[src/pmc_defines.vh]
/*
 Constants for the punch and monitor controller: time-code field layout,
 pre/post-roll limits and reset values, monitor source codes, attenuation.
 Assumes inclusion by pmc_top.v and by the self-checking bench.
*/
`ifndef PMC_DEFINES_VH
`define PMC_DEFINES_VH
// ==========================================
// time code layout {hh,mm,ss,ff,sf}
`define PMC_TC_W          32
`define PMC_SF_LSB        0
`define PMC_FF_LSB        8
`define PMC_SS_LSB        16
`define PMC_MM_LSB        22
`define PMC_HH_LSB        28
// ==========================================
// roll limits in seconds
`define PMC_PRE_MIN_S     12'd5
`define PMC_POST_MIN_S    12'd3
`define PMC_ROLL_MAX_S    12'd3599
`define PMC_PRE_RST_S     12'd5
`define PMC_POST_RST_S    12'd3
// ==========================================
// monitor source codes
`define PMC_MON_TAPE      2'h0
`define PMC_MON_INPUT     2'h1
`define PMC_MON_MUTE      2'h2
`define PMC_SHUTTLE_ATT_DB 5'd12
// ==========================================
// register map (word byte addresses)
`define PMC_A_CTRL        8'h00
`define PMC_A_ROLL        8'h04
`define PMC_A_PIN         8'h08
`define PMC_A_POUT        8'h0C
`define PMC_A_MEMA        8'h10
`define PMC_A_MEMB        8'h14
`define PMC_A_STAT        8'h18
`define PMC_A_ARM         8'h1C
`endif

[src/pmc_top.v]
/*
 Punch-in sequencing, locate-key routing, location memories and per-track
 monitor source selection for an eight-track recorder, with a Wishbone slave.
 Assumes key inputs are single-cycle pulses from synchronous panel logic and
 tape position is a synchronous BCD-like time code from the transport counter.
*/
// Register access over Wishbone and the register addresses are this design's own decisions.
`timescale 1ns/1ps
`default_nettype none
`include "pmc_defines.vh"
// What this block does
// - during rehearsal or punch, locate_first relocates to punch-in minus pre-roll, no stop.
// - after that relocation, play restarts the same rehearsal or punch sequence.
// - during rehearsal or punch, locate_second relocates to punch-out minus pre-roll.
// - punch locate behaviour only while rehearsal or auto-punch lamp lit/flashing.
// - auto_punch key at pre-roll enters auto-punch with flashing lamp; play starts take.
// - at punch-in, record and armed lamps steady; with auto monitor on, armed tracks go source, lamps on.
// - recording happens on armed tracks only between punch-in and punch-out.
// - at punch-out armed tracks return to tape; at post-roll rewind to pre-roll.
// - after a completed take the auto-punch lamp turns steady: replay mode.
// - in replay, play plays with armed lamps flashing; post-roll rewinds to pre-roll.
// - auto_punch key in replay returns to flashing auto-punch mode for a new take.
// - clear leaves punch or rehearsal modes; punch times stay stored.
// - a track in playback monitors off-tape unless another setting overrides.
// - force source monitor lights its lamp and puts input on every track.
// - force source monitor beats both shuttle settings.
// - auto monitor puts armed tracks on source while recording or rehearsing.
// - shuttle_source_select ignored whenever auto monitor is off.
// - shuttle with auto monitor: armed tracks input if select on, else tape.
// - shuttle monitoring is attenuated by 12 dB.
// - shuttle_source_select is a two-value flag set by up and down keys in menu 2.
// - shuttle_silence mutes off-tape output during shuttle.
// - two location memories, each recalled by its own locate key.
// - shift plus memory key stores current position in any transport state.
// - while rehearsal lamp lit or flashing nothing is actually recorded.
// - pre-roll 5 s and post-roll 3 s minimum, up to 59 min 59 s, whole seconds.
module pmc_top (
	input  wire        clk_i,
	input  wire        rst_i,
	input  wire        wb_cyc_i,
	input  wire        wb_stb_i,
	input  wire        wb_we_i,
	input  wire [7:0]  wb_adr_i,
	input  wire [3:0]  wb_sel_i,
	input  wire [31:0] wb_dat_i,
	output reg  [31:0] wb_dat_o,
	output reg         wb_ack_o,
	input  wire        rehearsal_key_i,
	input  wire        auto_punch_key_i,
	input  wire        play_key_i,
	input  wire        clear_key_i,
	input  wire        locate_first_i,
	input  wire        locate_second_i,
	input  wire        shift_i,
	input  wire        menu_up_i,
	input  wire        menu_down_i,
	input  wire        menu_audio2_i,
	input  wire        shuttle_i,
	input  wire        tape_running_i,
	input  wire        record_xport_i,
	input  wire        locate_done_i,
	input  wire [31:0] tape_pos_i,
	input  wire [7:0]  track_arm_i,
	output reg         locate_req_o,
	output reg  [31:0] locate_pos_o,
	output reg         play_cmd_o,
	output reg         rehearsal_lamp_o,
	output reg         rehearsal_flash_o,
	output reg         auto_punch_lamp_o,
	output reg         auto_punch_flash_o,
	output reg         record_lamp_o,
	output reg  [7:0]  track_arm_steady_o,
	output reg  [7:0]  record_enable_o,
	output reg  [7:0]  source_monitor_lamp_o,
	output reg  [15:0] monitor_sel_o,
	output reg  [4:0]  monitor_att_db_o,
	output reg         force_src_lamp_o,
	output reg         auto_source_monitor_lamp_o,
	output reg         stored_msg_o
);
	// ==========================================
	// punch modes
	localparam MD_OFF    = 2'd0;
	localparam MD_REHEARSAL_KEY   = 2'd1;
	localparam MD_PUNCH  = 2'd2;
	localparam MD_REPLAY = 2'd3;
	// take phases
	localparam PH_IDLE = 2'd0;
	localparam PH_PRE  = 2'd1;
	localparam PH_IN   = 2'd2;
	localparam PH_POST = 2'd3;

	reg [1:0]  mode_r;
	reg [1:0]  phase_r;
	reg        rehearsal_key_steady_r;
	reg        force_src_r;
	reg        auto_source_monitor_r;
	reg        shtl_sel_r;
	reg        shtl_mute_r;
	reg [11:0] pre_s_r;
	reg [11:0] post_s_r;
	reg [31:0] pin_r;
	reg [31:0] pout_r;
	reg [31:0] mem_a_r;
	reg [31:0] mem_b_r;

	// ==========================================
	// time code arithmetic
	function [31:0] tc_sub_s;
		input [31:0] tc;
		input [11:0] secs;
		reg   [17:0] tot;
		reg   [17:0] q_h, q_m, q_s;
		reg   [17:0] res;
		begin
			tot = {4'h0, tc[`PMC_HH_LSB +: 4]} * 18'd3600 + {12'h000, tc[`PMC_MM_LSB +: 6]} * 18'd60
				+ {12'h000, tc[`PMC_SS_LSB +: 6]};
			res = (tot > {6'h00, secs}) ? tot - {6'h00, secs} : 18'h00000;
			q_h = res / 18'd3600;
			q_m = (res % 18'd3600) / 18'd60;
			q_s = res % 18'd60;
			tc_sub_s = tc;
			tc_sub_s[`PMC_HH_LSB +: 4] = q_h[3:0];
			tc_sub_s[`PMC_MM_LSB +: 6] = q_m[5:0];
			tc_sub_s[`PMC_SS_LSB +: 6] = q_s[5:0];
		end
	endfunction

	function [31:0] tc_add_s;
		input [31:0] tc;
		input [11:0] secs;
		reg   [17:0] res;
		reg   [17:0] q_h, q_m, q_s;
		begin
			res = {4'h0, tc[`PMC_HH_LSB +: 4]} * 18'd3600 + {12'h000, tc[`PMC_MM_LSB +: 6]} * 18'd60
				+ {12'h000, tc[`PMC_SS_LSB +: 6]} + {6'h00, secs};
			q_h = res / 18'd3600;
			q_m = (res % 18'd3600) / 18'd60;
			q_s = res % 18'd60;
			tc_add_s = tc;
			tc_add_s[`PMC_HH_LSB +: 4] = q_h[3:0];
			tc_add_s[`PMC_MM_LSB +: 6] = q_m[5:0];
			tc_add_s[`PMC_SS_LSB +: 6] = q_s[5:0];
		end
	endfunction

	function [11:0] clamp_roll;
		input [31:0] v;
		input [11:0] lo;
		begin
			if (v[11:0] < lo || v[31:12] != 20'h00000) begin
				clamp_roll = (v[31:12] != 20'h00000) ? `PMC_ROLL_MAX_S : lo;
			end else if (v[11:0] > `PMC_ROLL_MAX_S) begin
				clamp_roll = `PMC_ROLL_MAX_S;
			end else begin
				clamp_roll = v[11:0];
			end
		end
	endfunction

	wire [31:0] preroll_pt  = tc_sub_s(pin_r, pre_s_r);
	wire [31:0] postroll_pt = tc_add_s(pout_r, post_s_r);
	wire        punch_lamps = (mode_r != MD_OFF);
	wire        at_pin      = tape_running_i && (tape_pos_i >= pin_r) && (tape_pos_i < pout_r);
	wire        past_pout   = tape_pos_i >= pout_r;
	wire        past_post   = tape_pos_i >= postroll_pt;
	wire        wb_req      = wb_cyc_i && wb_stb_i && !wb_ack_o;
	wire        wb_wr       = wb_req && wb_we_i && (wb_sel_i == 4'hF);

	// ==========================================
	// bus slave, one wait state, unmapped reads zero
	always @(posedge clk_i) begin
		if (rst_i) begin
			wb_ack_o    <= 1'b0;
			wb_dat_o    <= 32'h00000000;
		end else begin
			wb_ack_o <= wb_req;
			if (wb_adr_i == `PMC_A_CTRL) begin
				wb_dat_o <= {28'h0000000, shtl_mute_r, shtl_sel_r, auto_source_monitor_r, force_src_r};
			end else if (wb_adr_i == `PMC_A_ROLL) begin
				wb_dat_o <= {4'h0, post_s_r, 4'h0, pre_s_r};
			end else if (wb_adr_i == `PMC_A_PIN) begin
				wb_dat_o <= pin_r;
			end else if (wb_adr_i == `PMC_A_POUT) begin
				wb_dat_o <= pout_r;
			end else if (wb_adr_i == `PMC_A_MEMA) begin
				wb_dat_o <= mem_a_r;
			end else if (wb_adr_i == `PMC_A_MEMB) begin
				wb_dat_o <= mem_b_r;
			end else if (wb_adr_i == `PMC_A_STAT) begin
				wb_dat_o <= {26'h0000000, rehearsal_key_steady_r, 1'b0, phase_r, mode_r};
			end else if (wb_adr_i == `PMC_A_ARM) begin
				wb_dat_o <= {24'h000000, track_arm_i};
			end else begin
				wb_dat_o <= 32'h00000000;
			end
		end
	end

	// ==========================================
	// settings and memories
	always @(posedge clk_i) begin
		if (rst_i) begin
			force_src_r <= 1'b0;
			auto_source_monitor_r  <= 1'b0;
			shtl_sel_r  <= 1'b0;
			shtl_mute_r <= 1'b0;
			pre_s_r     <= `PMC_PRE_RST_S;
			post_s_r    <= `PMC_POST_RST_S;
			pin_r       <= 32'h00000000;
			pout_r      <= 32'h00000000;
			mem_a_r     <= 32'h00000000;
			mem_b_r     <= 32'h00000000;
			stored_msg_o <= 1'b0;
		end else begin
			stored_msg_o <= 1'b0;
			if (wb_wr && wb_adr_i == `PMC_A_CTRL) begin
				force_src_r <= wb_dat_i[0];
				auto_source_monitor_r  <= wb_dat_i[1];
				shtl_mute_r <= wb_dat_i[3];
			end
			if (wb_wr && wb_adr_i == `PMC_A_ROLL) begin
				pre_s_r  <= clamp_roll({20'h00000, wb_dat_i[11:0]}, `PMC_PRE_MIN_S);
				post_s_r <= clamp_roll({20'h00000, wb_dat_i[27:16]}, `PMC_POST_MIN_S);
			end
			if (wb_wr && wb_adr_i == `PMC_A_PIN) begin
				pin_r <= wb_dat_i;
			end
			if (wb_wr && wb_adr_i == `PMC_A_POUT) begin
				pout_r <= wb_dat_i;
			end
			if (menu_audio2_i && menu_up_i) begin
				shtl_sel_r <= 1'b1;
			end else if (menu_audio2_i && menu_down_i) begin
				shtl_sel_r <= 1'b0;
			end
			if (shift_i && locate_first_i) begin
				mem_a_r      <= tape_pos_i;
				stored_msg_o <= 1'b1;
			end else if (wb_wr && wb_adr_i == `PMC_A_MEMA) begin
				mem_a_r <= wb_dat_i;
			end
			if (shift_i && locate_second_i) begin
				mem_b_r      <= tape_pos_i;
				stored_msg_o <= 1'b1;
			end else if (wb_wr && wb_adr_i == `PMC_A_MEMB) begin
				mem_b_r <= wb_dat_i;
			end
		end
	end

	// ==========================================
	// punch sequencer
	always @(posedge clk_i) begin
		if (rst_i) begin
			mode_r        <= MD_OFF;
			phase_r       <= PH_IDLE;
			rehearsal_key_steady_r <= 1'b0;
			locate_req_o  <= 1'b0;
			locate_pos_o  <= 32'h00000000;
			play_cmd_o    <= 1'b0;
		end else begin
			locate_req_o <= 1'b0;
			play_cmd_o   <= 1'b0;
			if (clear_key_i) begin
				mode_r        <= MD_OFF;
				phase_r       <= PH_IDLE;
				rehearsal_key_steady_r <= 1'b0;
			end else if (!shift_i && locate_first_i) begin
				locate_req_o <= 1'b1;
				if (punch_lamps) begin
					locate_pos_o <= preroll_pt;
					phase_r      <= PH_IDLE;
				end else begin
					locate_pos_o <= mem_a_r;
				end
			end else if (!shift_i && locate_second_i) begin
				locate_req_o <= 1'b1;
				if (punch_lamps) begin
					locate_pos_o <= tc_sub_s(pout_r, pre_s_r);
					phase_r      <= PH_IDLE;
				end else begin
					locate_pos_o <= mem_b_r;
				end
			end else if (rehearsal_key_i && !shift_i) begin
				mode_r        <= MD_REHEARSAL_KEY;
				rehearsal_key_steady_r <= (mode_r == MD_REHEARSAL_KEY) ? ~rehearsal_key_steady_r : 1'b0;
			end else if (auto_punch_key_i && (tape_pos_i <= preroll_pt || mode_r == MD_REPLAY)) begin
				mode_r  <= MD_PUNCH;
				phase_r <= PH_IDLE;
			end else if (play_key_i && punch_lamps) begin
				play_cmd_o <= 1'b1;
				phase_r    <= PH_PRE;
			end else begin
				case (phase_r)
					PH_PRE: begin
						if (at_pin) begin
							phase_r <= PH_IN;
						end
					end
					PH_IN: begin
						if (past_pout) begin
							phase_r <= PH_POST;
						end
					end
					PH_POST: begin
						if (past_post) begin
							locate_req_o <= 1'b1;
							locate_pos_o <= preroll_pt;
							phase_r      <= PH_IDLE;
							if (mode_r == MD_PUNCH) begin
								mode_r <= MD_REPLAY;
							end else if (mode_r == MD_REHEARSAL_KEY) begin
								rehearsal_key_steady_r <= 1'b1;
							end
						end
					end
					default: begin
						phase_r <= PH_IDLE;
					end
				endcase
			end
		end
	end

	// ==========================================
	// lamps, record gating and monitor selection per track
	wire punch_win = (phase_r == PH_IN) && (mode_r == MD_PUNCH || mode_r == MD_REHEARSAL_KEY);
	always @(posedge clk_i) begin
		if (rst_i) begin
			rehearsal_lamp_o   <= 1'b0;
			rehearsal_flash_o  <= 1'b0;
			auto_punch_lamp_o  <= 1'b0;
			auto_punch_flash_o <= 1'b0;
			record_lamp_o      <= 1'b0;
			force_src_lamp_o   <= 1'b0;
			auto_source_monitor_lamp_o    <= 1'b0;
			monitor_att_db_o   <= 5'd0;
		end else begin
			rehearsal_lamp_o   <= (mode_r == MD_REHEARSAL_KEY);
			rehearsal_flash_o  <= (mode_r == MD_REHEARSAL_KEY) && !rehearsal_key_steady_r;
			auto_punch_lamp_o  <= (mode_r == MD_PUNCH) || (mode_r == MD_REPLAY);
			auto_punch_flash_o <= (mode_r == MD_PUNCH);
			record_lamp_o      <= punch_win && (mode_r == MD_PUNCH);
			force_src_lamp_o   <= force_src_r;
			auto_source_monitor_lamp_o    <= auto_source_monitor_r;
			monitor_att_db_o   <= shuttle_i ? `PMC_SHUTTLE_ATT_DB : 5'd0;
		end
	end

	genvar t;
	generate
		for (t = 0; t < 8; t = t + 1) begin : g_trk
			reg [1:0] sel_nxt;
			reg       src_nxt;
			always @* begin
				src_nxt = track_arm_i[t] && auto_source_monitor_r && (punch_win || (record_xport_i && mode_r == MD_OFF));
				if (force_src_r) begin
					sel_nxt = `PMC_MON_INPUT;
				end else if (shuttle_i && shtl_mute_r) begin
					sel_nxt = `PMC_MON_MUTE;
				end else if (shuttle_i && auto_source_monitor_r && track_arm_i[t] && shtl_sel_r) begin
					sel_nxt = `PMC_MON_INPUT;
				end else if (!shuttle_i && src_nxt) begin
					sel_nxt = `PMC_MON_INPUT;
				end else begin
					sel_nxt = `PMC_MON_TAPE;
				end
			end
			always @(posedge clk_i) begin
				if (rst_i) begin
					monitor_sel_o[2*t +: 2]  <= `PMC_MON_TAPE;
					source_monitor_lamp_o[t] <= 1'b0;
					track_arm_steady_o[t]    <= 1'b0;
					record_enable_o[t]       <= 1'b0;
				end else begin
					monitor_sel_o[2*t +: 2]  <= sel_nxt;
					source_monitor_lamp_o[t] <= (sel_nxt == `PMC_MON_INPUT) && !force_src_r && src_nxt;
					track_arm_steady_o[t]    <= track_arm_i[t] && punch_win;
					record_enable_o[t]       <= track_arm_i[t] && punch_win && (mode_r == MD_PUNCH);
				end
			end
		end
	endgenerate
endmodule
`default_nettype wire

[config.mk]
export PLATFORM = sky130hd
export DESIGN_NAME = pmc_top
export DESIGN_NICKNAME = d
export VERILOG_FILES = /design/src/pmc_top.v
export VERILOG_INCLUDE_DIRS = /design/src
export SDC_FILE = /design/constraint.sdc
export NUM_CORES = 1
export LEC_CHECK = 0
export ABC_AREA = 1
export BUFFER_PORTS_ARGS = -buffer_cell sky130_fd_sc_hd__buf_4
export CAP_MARGIN = 25
export CORE_ASPECT_RATIO = 1.75
export CORE_UTILIZATION = 25
export CTS_CLUSTER_DIAMETER = 50
export DETAILED_ROUTE_END_ITERATION = 16
export MAX_ROUTING_LAYER = met4
export PLACE_DENSITY_LB_ADDON = 0.3
export SYNTH_ARGS = -nofsm -noshare
export SYNTH_HDL_FRONTEND = slang
export SYNTH_SLANG_ARGS = --single-unit
[constraint.sdc]
create_clock -name clk_i -period 10.55 [get_ports clk_i]
set_input_delay 1.5825 -clock clk_i [delete_from_list [all_inputs] [get_ports clk_i]]
set_output_delay 1.5825 -clock clk_i [all_outputs]
set_load 0.01 [all_outputs]
==> run_results.csv, run 1 <==
group,metric,value,unit
outcome,status,"complete, but fails checks",
outcome,violations,"negative setup slack",
cells_and_area,final.fill_count,11800,
sta,period_share,1.13,
run,drv_cap,0,
floorplanning,dieArea,0.113,mm2
sta,max_freq,0.0842,GHz
cells_and_area,drive_gt1_frac,0.343,
grt,grt_pass1_wl,183000,um
logic_synthesis,yosys.cell_types.count,75,
logic_synthesis,yosys.cell_count.top_type,"nand2_1",
drt,vias,33500,
placed_design,dp.cells,6623,
drt,drt-wirelength-per-cell,17.6,um
worst_hold_path,hp-class,"reg2reg",
placed_design,port_buffers,218,
clock_tree,cts.clk_slew.worst_paths,60,ps
drt,antenna_left,0,
logic_synthesis,synth_commonest_cells,"nand2_1, inv_1, nand3_1",
grt,grt_pass1_vias,33000,
floorplanning,start_util,0.252,
critical_path,cp-start-kind,"flip-flop",
power_and_ir_drop,powerDensity,67.6,mW/mm2
cells_and_area,design_area,0.0409,mm2
logic_synthesis,yosys_warnings,0,
clock_tree,worst_skew_pair.late_latency,580,ps
logic_synthesis,avgSynthCellArea,6.31,um2
sta,hold_viol_final,0,
logic_synthesis,ys_ff_latch,270,
grt,grt_remaining_overflow,0,
cells_and_area,fin_nets,5708,
placed_design,gp_congestion,0.936,
critical_path,critPathTopFamily,"simple AND/OR/NAND/NOR gates",
placed_design,placed_area,0.0362,mm2
drt,route.detailed.drc,0,
clock_tree,clock-sinks,270,
grt,grt_max_degree,90,
sta,rsz0062_at_grt,"yes",
drt,routed_via_density,4.89,
cells_and_area,area_growth,47.2,%
floorplanning,die_x,254,um
logic_synthesis,synthFlopType,"dfxtp_1",
sta,slew_violations,0,
clock_tree,cts_tree,"yes",
critical_path,cp_slowest_cell,"fa_1",
critical_path,cp.required,11010,ps
power_and_ir_drop,peakVddDrop,114,uV
clock_tree,clock_path_buffers,3,
grt,grt.total_usage,0.216,
logic_synthesis,ys_seq_area_frac,0.195,
sta,tightest_slew,1010,ps
grt,antenna_found_initial,8,
clock_tree,cts_made_buffers,36,
sta,setup_ws,-1330,ps
sta,relSlewSlack,0.329,
floorplanning,die_y,443,um
floorplanning,core_region_area,0.110,mm2
critical_path,path_common_cell,"buf_4",
drt,drtIter0Drc,1917,
clock_tree,cts_htree_levels,2,
critical_path,critPathMaxFanout,7,
power_and_ir_drop,p_leak,20.6,nW
cells_and_area,regArea,0.00543,mm2
floorplanning,rows,161,
logic_synthesis,synth_top_area_frac,0.195,
sta,period_needed,11880,ps
sta,skew,33.7,ps
sta,finalSetupViolCount,39,
critical_path,arrival,12340,ps
cells_and_area,fin_cells,6858,
floorplanning,ios,223,
critical_path,worstSetupPathType,"reg2reg",
placed_design,hpwl,93400,um
logic_synthesis,synth_top_area_cell,"dfxtp_1",
drt,routed_wirelength,121000,um
cells_and_area,multi_input_comb_area,0.0217,mm2
logic_synthesis,synth_edf_count,0,
clock_tree,clockRootBuffer,"clkbuf_16",
logic_synthesis,syn_inst,4402,
logic_synthesis,synthesis.area,0.0278,mm2
critical_path,crit_buf_inv,24,
critical_path,max_stage_delay,580,ps
drt,first_pass_iters,6,
critical_path,endpoint_kind,"flip-flop",
logic_synthesis,async_flop_share,0,
logic_synthesis,synth_area_leaders,"dfxtp_1, nand2_1, ha_1",
## path summary, 6_finish.rpt
path	start	endpoint	slack, ps	cells past startpoint
setup / recovery	pin_r[23]	locate_pos_o[22]	-1330	94
hold / removal	pre_s_r[7]	pre_s_r[7]	470	2
setup reg to reg	pin_r[23]	locate_pos_o[22]	-1330	94
hold reg to reg	pre_s_r[7]	pre_s_r[7]	470	2
## cells in the final DEF, fill, tap and decap left out, types with 49 or more instances in the layout
master   synthesis  final
dfxtp_1        270    260
o21ai_2         22     49
a31oi_1         76     74
nand4_1         62     62
nor2_1         326    278
buf_4           12   1006
nand3_1        334    278
xor2_1          74     67
nand2_4         28     70
inv_1          633    596
ha_1           219    186
nand3_2         29     62
o21ai_1         34     56
nand2_2        113    210
o21ai_0        298    237
nand2_1       1024    879
a21oi_1        264    235
nor2_2          37     55
inv_2           33     64
## stage by stage
| step | utilization | TNS, ps | hold slack [ps] | setup slack (ps) | total power, mW |
|---|---|---|---|---|---|
| after global placement | 0.329 | -50260 | 452 | -1390 | 1.44 |
| after CTS | 0.358 | -42140 | 466 | -1160 | 2.75 |
| after global routing | 0.371 | -77620 | 497 | -2090 | 2.85 |
| after floorplan | - | -902 | 439 | -67.3 | 1.27 |
| final | 0.371 | -44510 | 468 | -1330 | 2.77 |
| after detailed placement | 0.329 | -54850 | 457 | -1570 | 1.44 |
## where the power goes
part	internal [mW]	switching [mW]	total, mW
clock	0.747	0.543	1.29
combinational	0.152	0.256	0.408
sequential	1.05	0.0217	1.07
## logic make-up (layout without fill, tap and decap cells)
group	Yosys count	in the layout	share of synthesized area
buf+inv	804	1781	0.112
fa+ha+maj	252	252	0.122
simple gates	2048	2048	0.338
other cells	1	13	0.000135
flops	270	270	0.195
compound gates	906	906	0.192
xor+xnor	121	121	0.0410
## per-layer routing
metal | GRT usage | routed length [um]
met1 | 0.216 | 43300
met2 | 0.389 | 61700
met3 | 0.0298 | 6280
met4 | 0.137 | 9520
met5 | - | 0
## state kept, by name (all words and copies together) (netlist names), 2 cells and up
name	count
mem_a_r	32
post_s_r	12
mem_b_r	32
locate_pos_o	32
pin_r	32
track_arm_steady_o	8
pout_r	32
monitor_sel_o	9
source_monitor_lamp_o	8
pre_s_r	12
wb_dat_o	32
phase_r	2
mode_r	2
record_enable_o	8
## what timing repair did
item	in CTS	in global routing
endpoints found under the setup margin	39	39
pin swaps	178	191
cloned	5	1
hold buffers	0	0
gates resized for setup	273	286
setup buffers	108	51
## area by class of cell
cell class / count / area share
timing repair buffer: 1039 / 0.197
clock buffer: 44 / 0.0247
antenna: 10 / 0.000612
inverter: 676 / 0.0628
clock inverter: 22 / 0.00572
multi-input combinational: 3330 / 0.532
tap: 1467 / 0.0449
sequential: 270 / 0.133
## worst register-to-register path: cells and delay by family, from the launching register on
| family | cells | cell delay, ps |
|---|---|---|
| AOI/OAI and AO/OA | 6 | 850 |
| adders and majority gates | 6 | 2310 |
| DFF | 1 | 370 |
| buffers and inverters | 24 | 2590 |
| xor gates and xnor gates | 3 | 490 |
| and+or+nand+nor | 55 | 5170 |
(Power assumes the default switching activity.)
==> run 2: changes to the inputs <==
Settings changed: GPL_TIMING_DRIVEN set to 0.
==> run 2 against run 1 <==
  * The run still ends with negative setup slack left
  * Maximum frequency decreased by 1.9%
  * Count of clock-buffer cells in the layout increased by 5
  * Non-clock buffer count decreased by 515
  * Clock skew increased by 2.6 ps
  * Cell count decreased by 7.4%
  * Critical path type unchanged
  * Largest power group unchanged
  * Highest routed layer unchanged
==> run_results.csv, run 2 (same netlist as run 1, synthesis figures left out) <==
group,metric,value,unit
floorplanning,core_region_area,0.110,mm2
placed_design,gp_congestion,0.997,
clock_tree,worst_skew_pair.late_latency,600,ps
critical_path,max_stage_delay,580,ps
grt,grt_remaining_overflow,0,
cells_and_area,final_common_cell,"nand2_1",
critical_path,r2r_cells,94,
drt,routed_wirelength,128000,um
critical_path,cp.depth,94,
floorplanning,rows,161,
critical_path,arrival,12600,ps
power_and_ir_drop,clockPowerShare,0.488,
outcome,violations,"negative setup slack",
critical_path,critPathTopFamily,"simple AND/OR/NAND/NOR gates",
floorplanning,start_util,0.252,
sta,max_freq,0.0826,GHz
drt,route.detailed.drc,0,
clock_tree,cts_htree_levels,2,
sta,tightest_slew,1010,ps
critical_path,path_common_cell,"nand2_2",
cells_and_area,regArea,0.00544,mm2
grt,grt_max_degree,14,
clock_tree,clockRootBuffer,"clkbuf_16",
worst_hold_path,holdPathStages,1,
clock_tree,cts_tree,"yes",
placed_design,hpwl,102000,um
cells_and_area,multi_input_comb_area,0.0219,mm2
power_and_ir_drop,power.internal,2.01,mW
sta,period_share,1.15,
critical_path,worstSetupPathType,"reg2reg",
drt,drt-wirelength-per-cell,20.2,um
cells_and_area,most-common-layout-cells,"nand2_1, inv_1, buf_4",
sta,slew_violations,0,
critical_path,cp_slowest_cell,"fa_2",
sta,hold_viol_final,0,
sta,rsz0062_at_grt,"yes",
critical_path,endpoint_kind,"flip-flop",
floorplanning,ios,223,
sta,period_needed,12110,ps
power_and_ir_drop,p_seq_frac,0.370,
critical_path,critPathMaxFanout,7,
power_and_ir_drop,power,2.88,mW
placed_design,placed_area,0.0317,mm2
sta,skew,36.3,ps
grt,grt_pass1_vias,31100,
power_and_ir_drop,swShare,0.303,
power_and_ir_drop,pwr-share-comb,0.142,
power_and_ir_drop,p_leak,17.9,nW
clock_tree,clock_path_buffers,3,
drt,drtIter0Drc,2406,
grt,grt_pass1_wl,187000,um
drt,antenna_left,0,
cells_and_area,fin_util,0.334,
run,drv_cap,0,
power_and_ir_drop,peakVddDrop,127,uV
cells_and_area,design_area,0.0368,mm2
cells_and_area,area_growth,32.5,%
worst_hold_path,hp-class,"reg2reg",
power_and_ir_drop,powerDensity,78.3,mW/mm2
clock_tree,cts_made_buffers,40,
cells_and_area,fin_nets,5197,
sta,setup_ws,-1560,ps
clock_tree,cts.clk_slew.worst_paths,60,ps
drt,vias,32200,
grt,grt.total_usage,0.227,
grt,antenna_found_initial,8,
floorplanning,die_y,443,um
floorplanning,dieArea,0.113,mm2
drt,routed_via_density,5.07,
sta,finalSetupViolCount,39,
outcome,status,"complete, but fails checks",
drt,first_pass_iters,6,
critical_path,cp.required,11040,ps
cells_and_area,drive_gt1_frac,0.250,
critical_path,cp-start-kind,"flip-flop",
power_and_ir_drop,p_sw,0.875,mW
floorplanning,die_x,254,um
cells_and_area,final.fill_count,12000,
clock_tree,clock-sinks,270,
sta,relSlewSlack,0.323,
critical_path,crit_buf_inv,21,
placed_design,port_buffers,216,
-- run 2: layer usage --
| layer | global-route usage | wire length (um) | share of wire | vias up |
|---|---|---|---|---|
| met1 | 0.229 | 45800 | 0.36 | 15200 |
| met2 | 0.396 | 64700 | 0.50 | 1115 |
| met5 | - | 0 | 0 | - |
| li1 | - | - | - | 15500 |
| met4 | 0.161 | 10800 | 0.084 | 0 |
| met3 | 0.0373 | 7120 | 0.055 | 399 |
-- run 2: path summary, 6_finish.rpt --
check / from / to / slack [ps]
min reg2reg: wb_ack_o / wb_ack_o / 460
min: wb_ack_o / wb_ack_o / 460
max reg2reg: pin_r[23] / locate_pos_o[21] / -1560
max: pin_r[23] / locate_pos_o[21] / -1560
-- run 2: cell type report --
class                           instances  area share
Sequential cell                       270       0.148
Timing Repair Buffer                  396      0.0827
Tap cell                             1467      0.0499
Buffer                                128      0.0175
Multi-Input combinational cell       3330       0.594
Inverter                              676      0.0700
Clock inverter                         23     0.00768
Clock buffer                           49      0.0298
Antenna cell                           11    0.000748
-- run 2: stage by stage --
step | hold WS [ps] | setup TNS (ps) | std cells | worst slack (ps)
after CTS | 465 | -59480 | 6257 | -1670
after global routing | 483 | -83150 | 6345 | -2250
after detailed placement | 456 | -95380 | 6087 | -2740
after global placement | 447 | -88740 | 6087 | -2570
final | 465 | -55780 | 6350 | -1560
after floorplan | 439 | -902 | 4404 | -67.3
-- run 2: what timing repair did --
action                     CTS  global route
cloned                       0             0
setup endpoints to repair   39            39
hold endpoints to repair     0             0
gates resized for setup    216           346
setup buffers               98            83
hold buffers                 0             0
pin swaps                  151           247
-- run 2: power by group through the flow --
stage / registers [mW] / clock network, mW / logic (mW)
after floorplan: 1.09 / 0 / 0.181
after global placement: 1.09 / 0 / 0.365
after detailed placement: 1.09 / 0 / 0.368
after CTS: 1.07 / 1.41 / 0.387
after global routing: 1.07 / 1.45 / 0.434
final: 1.07 / 1.41 / 0.410
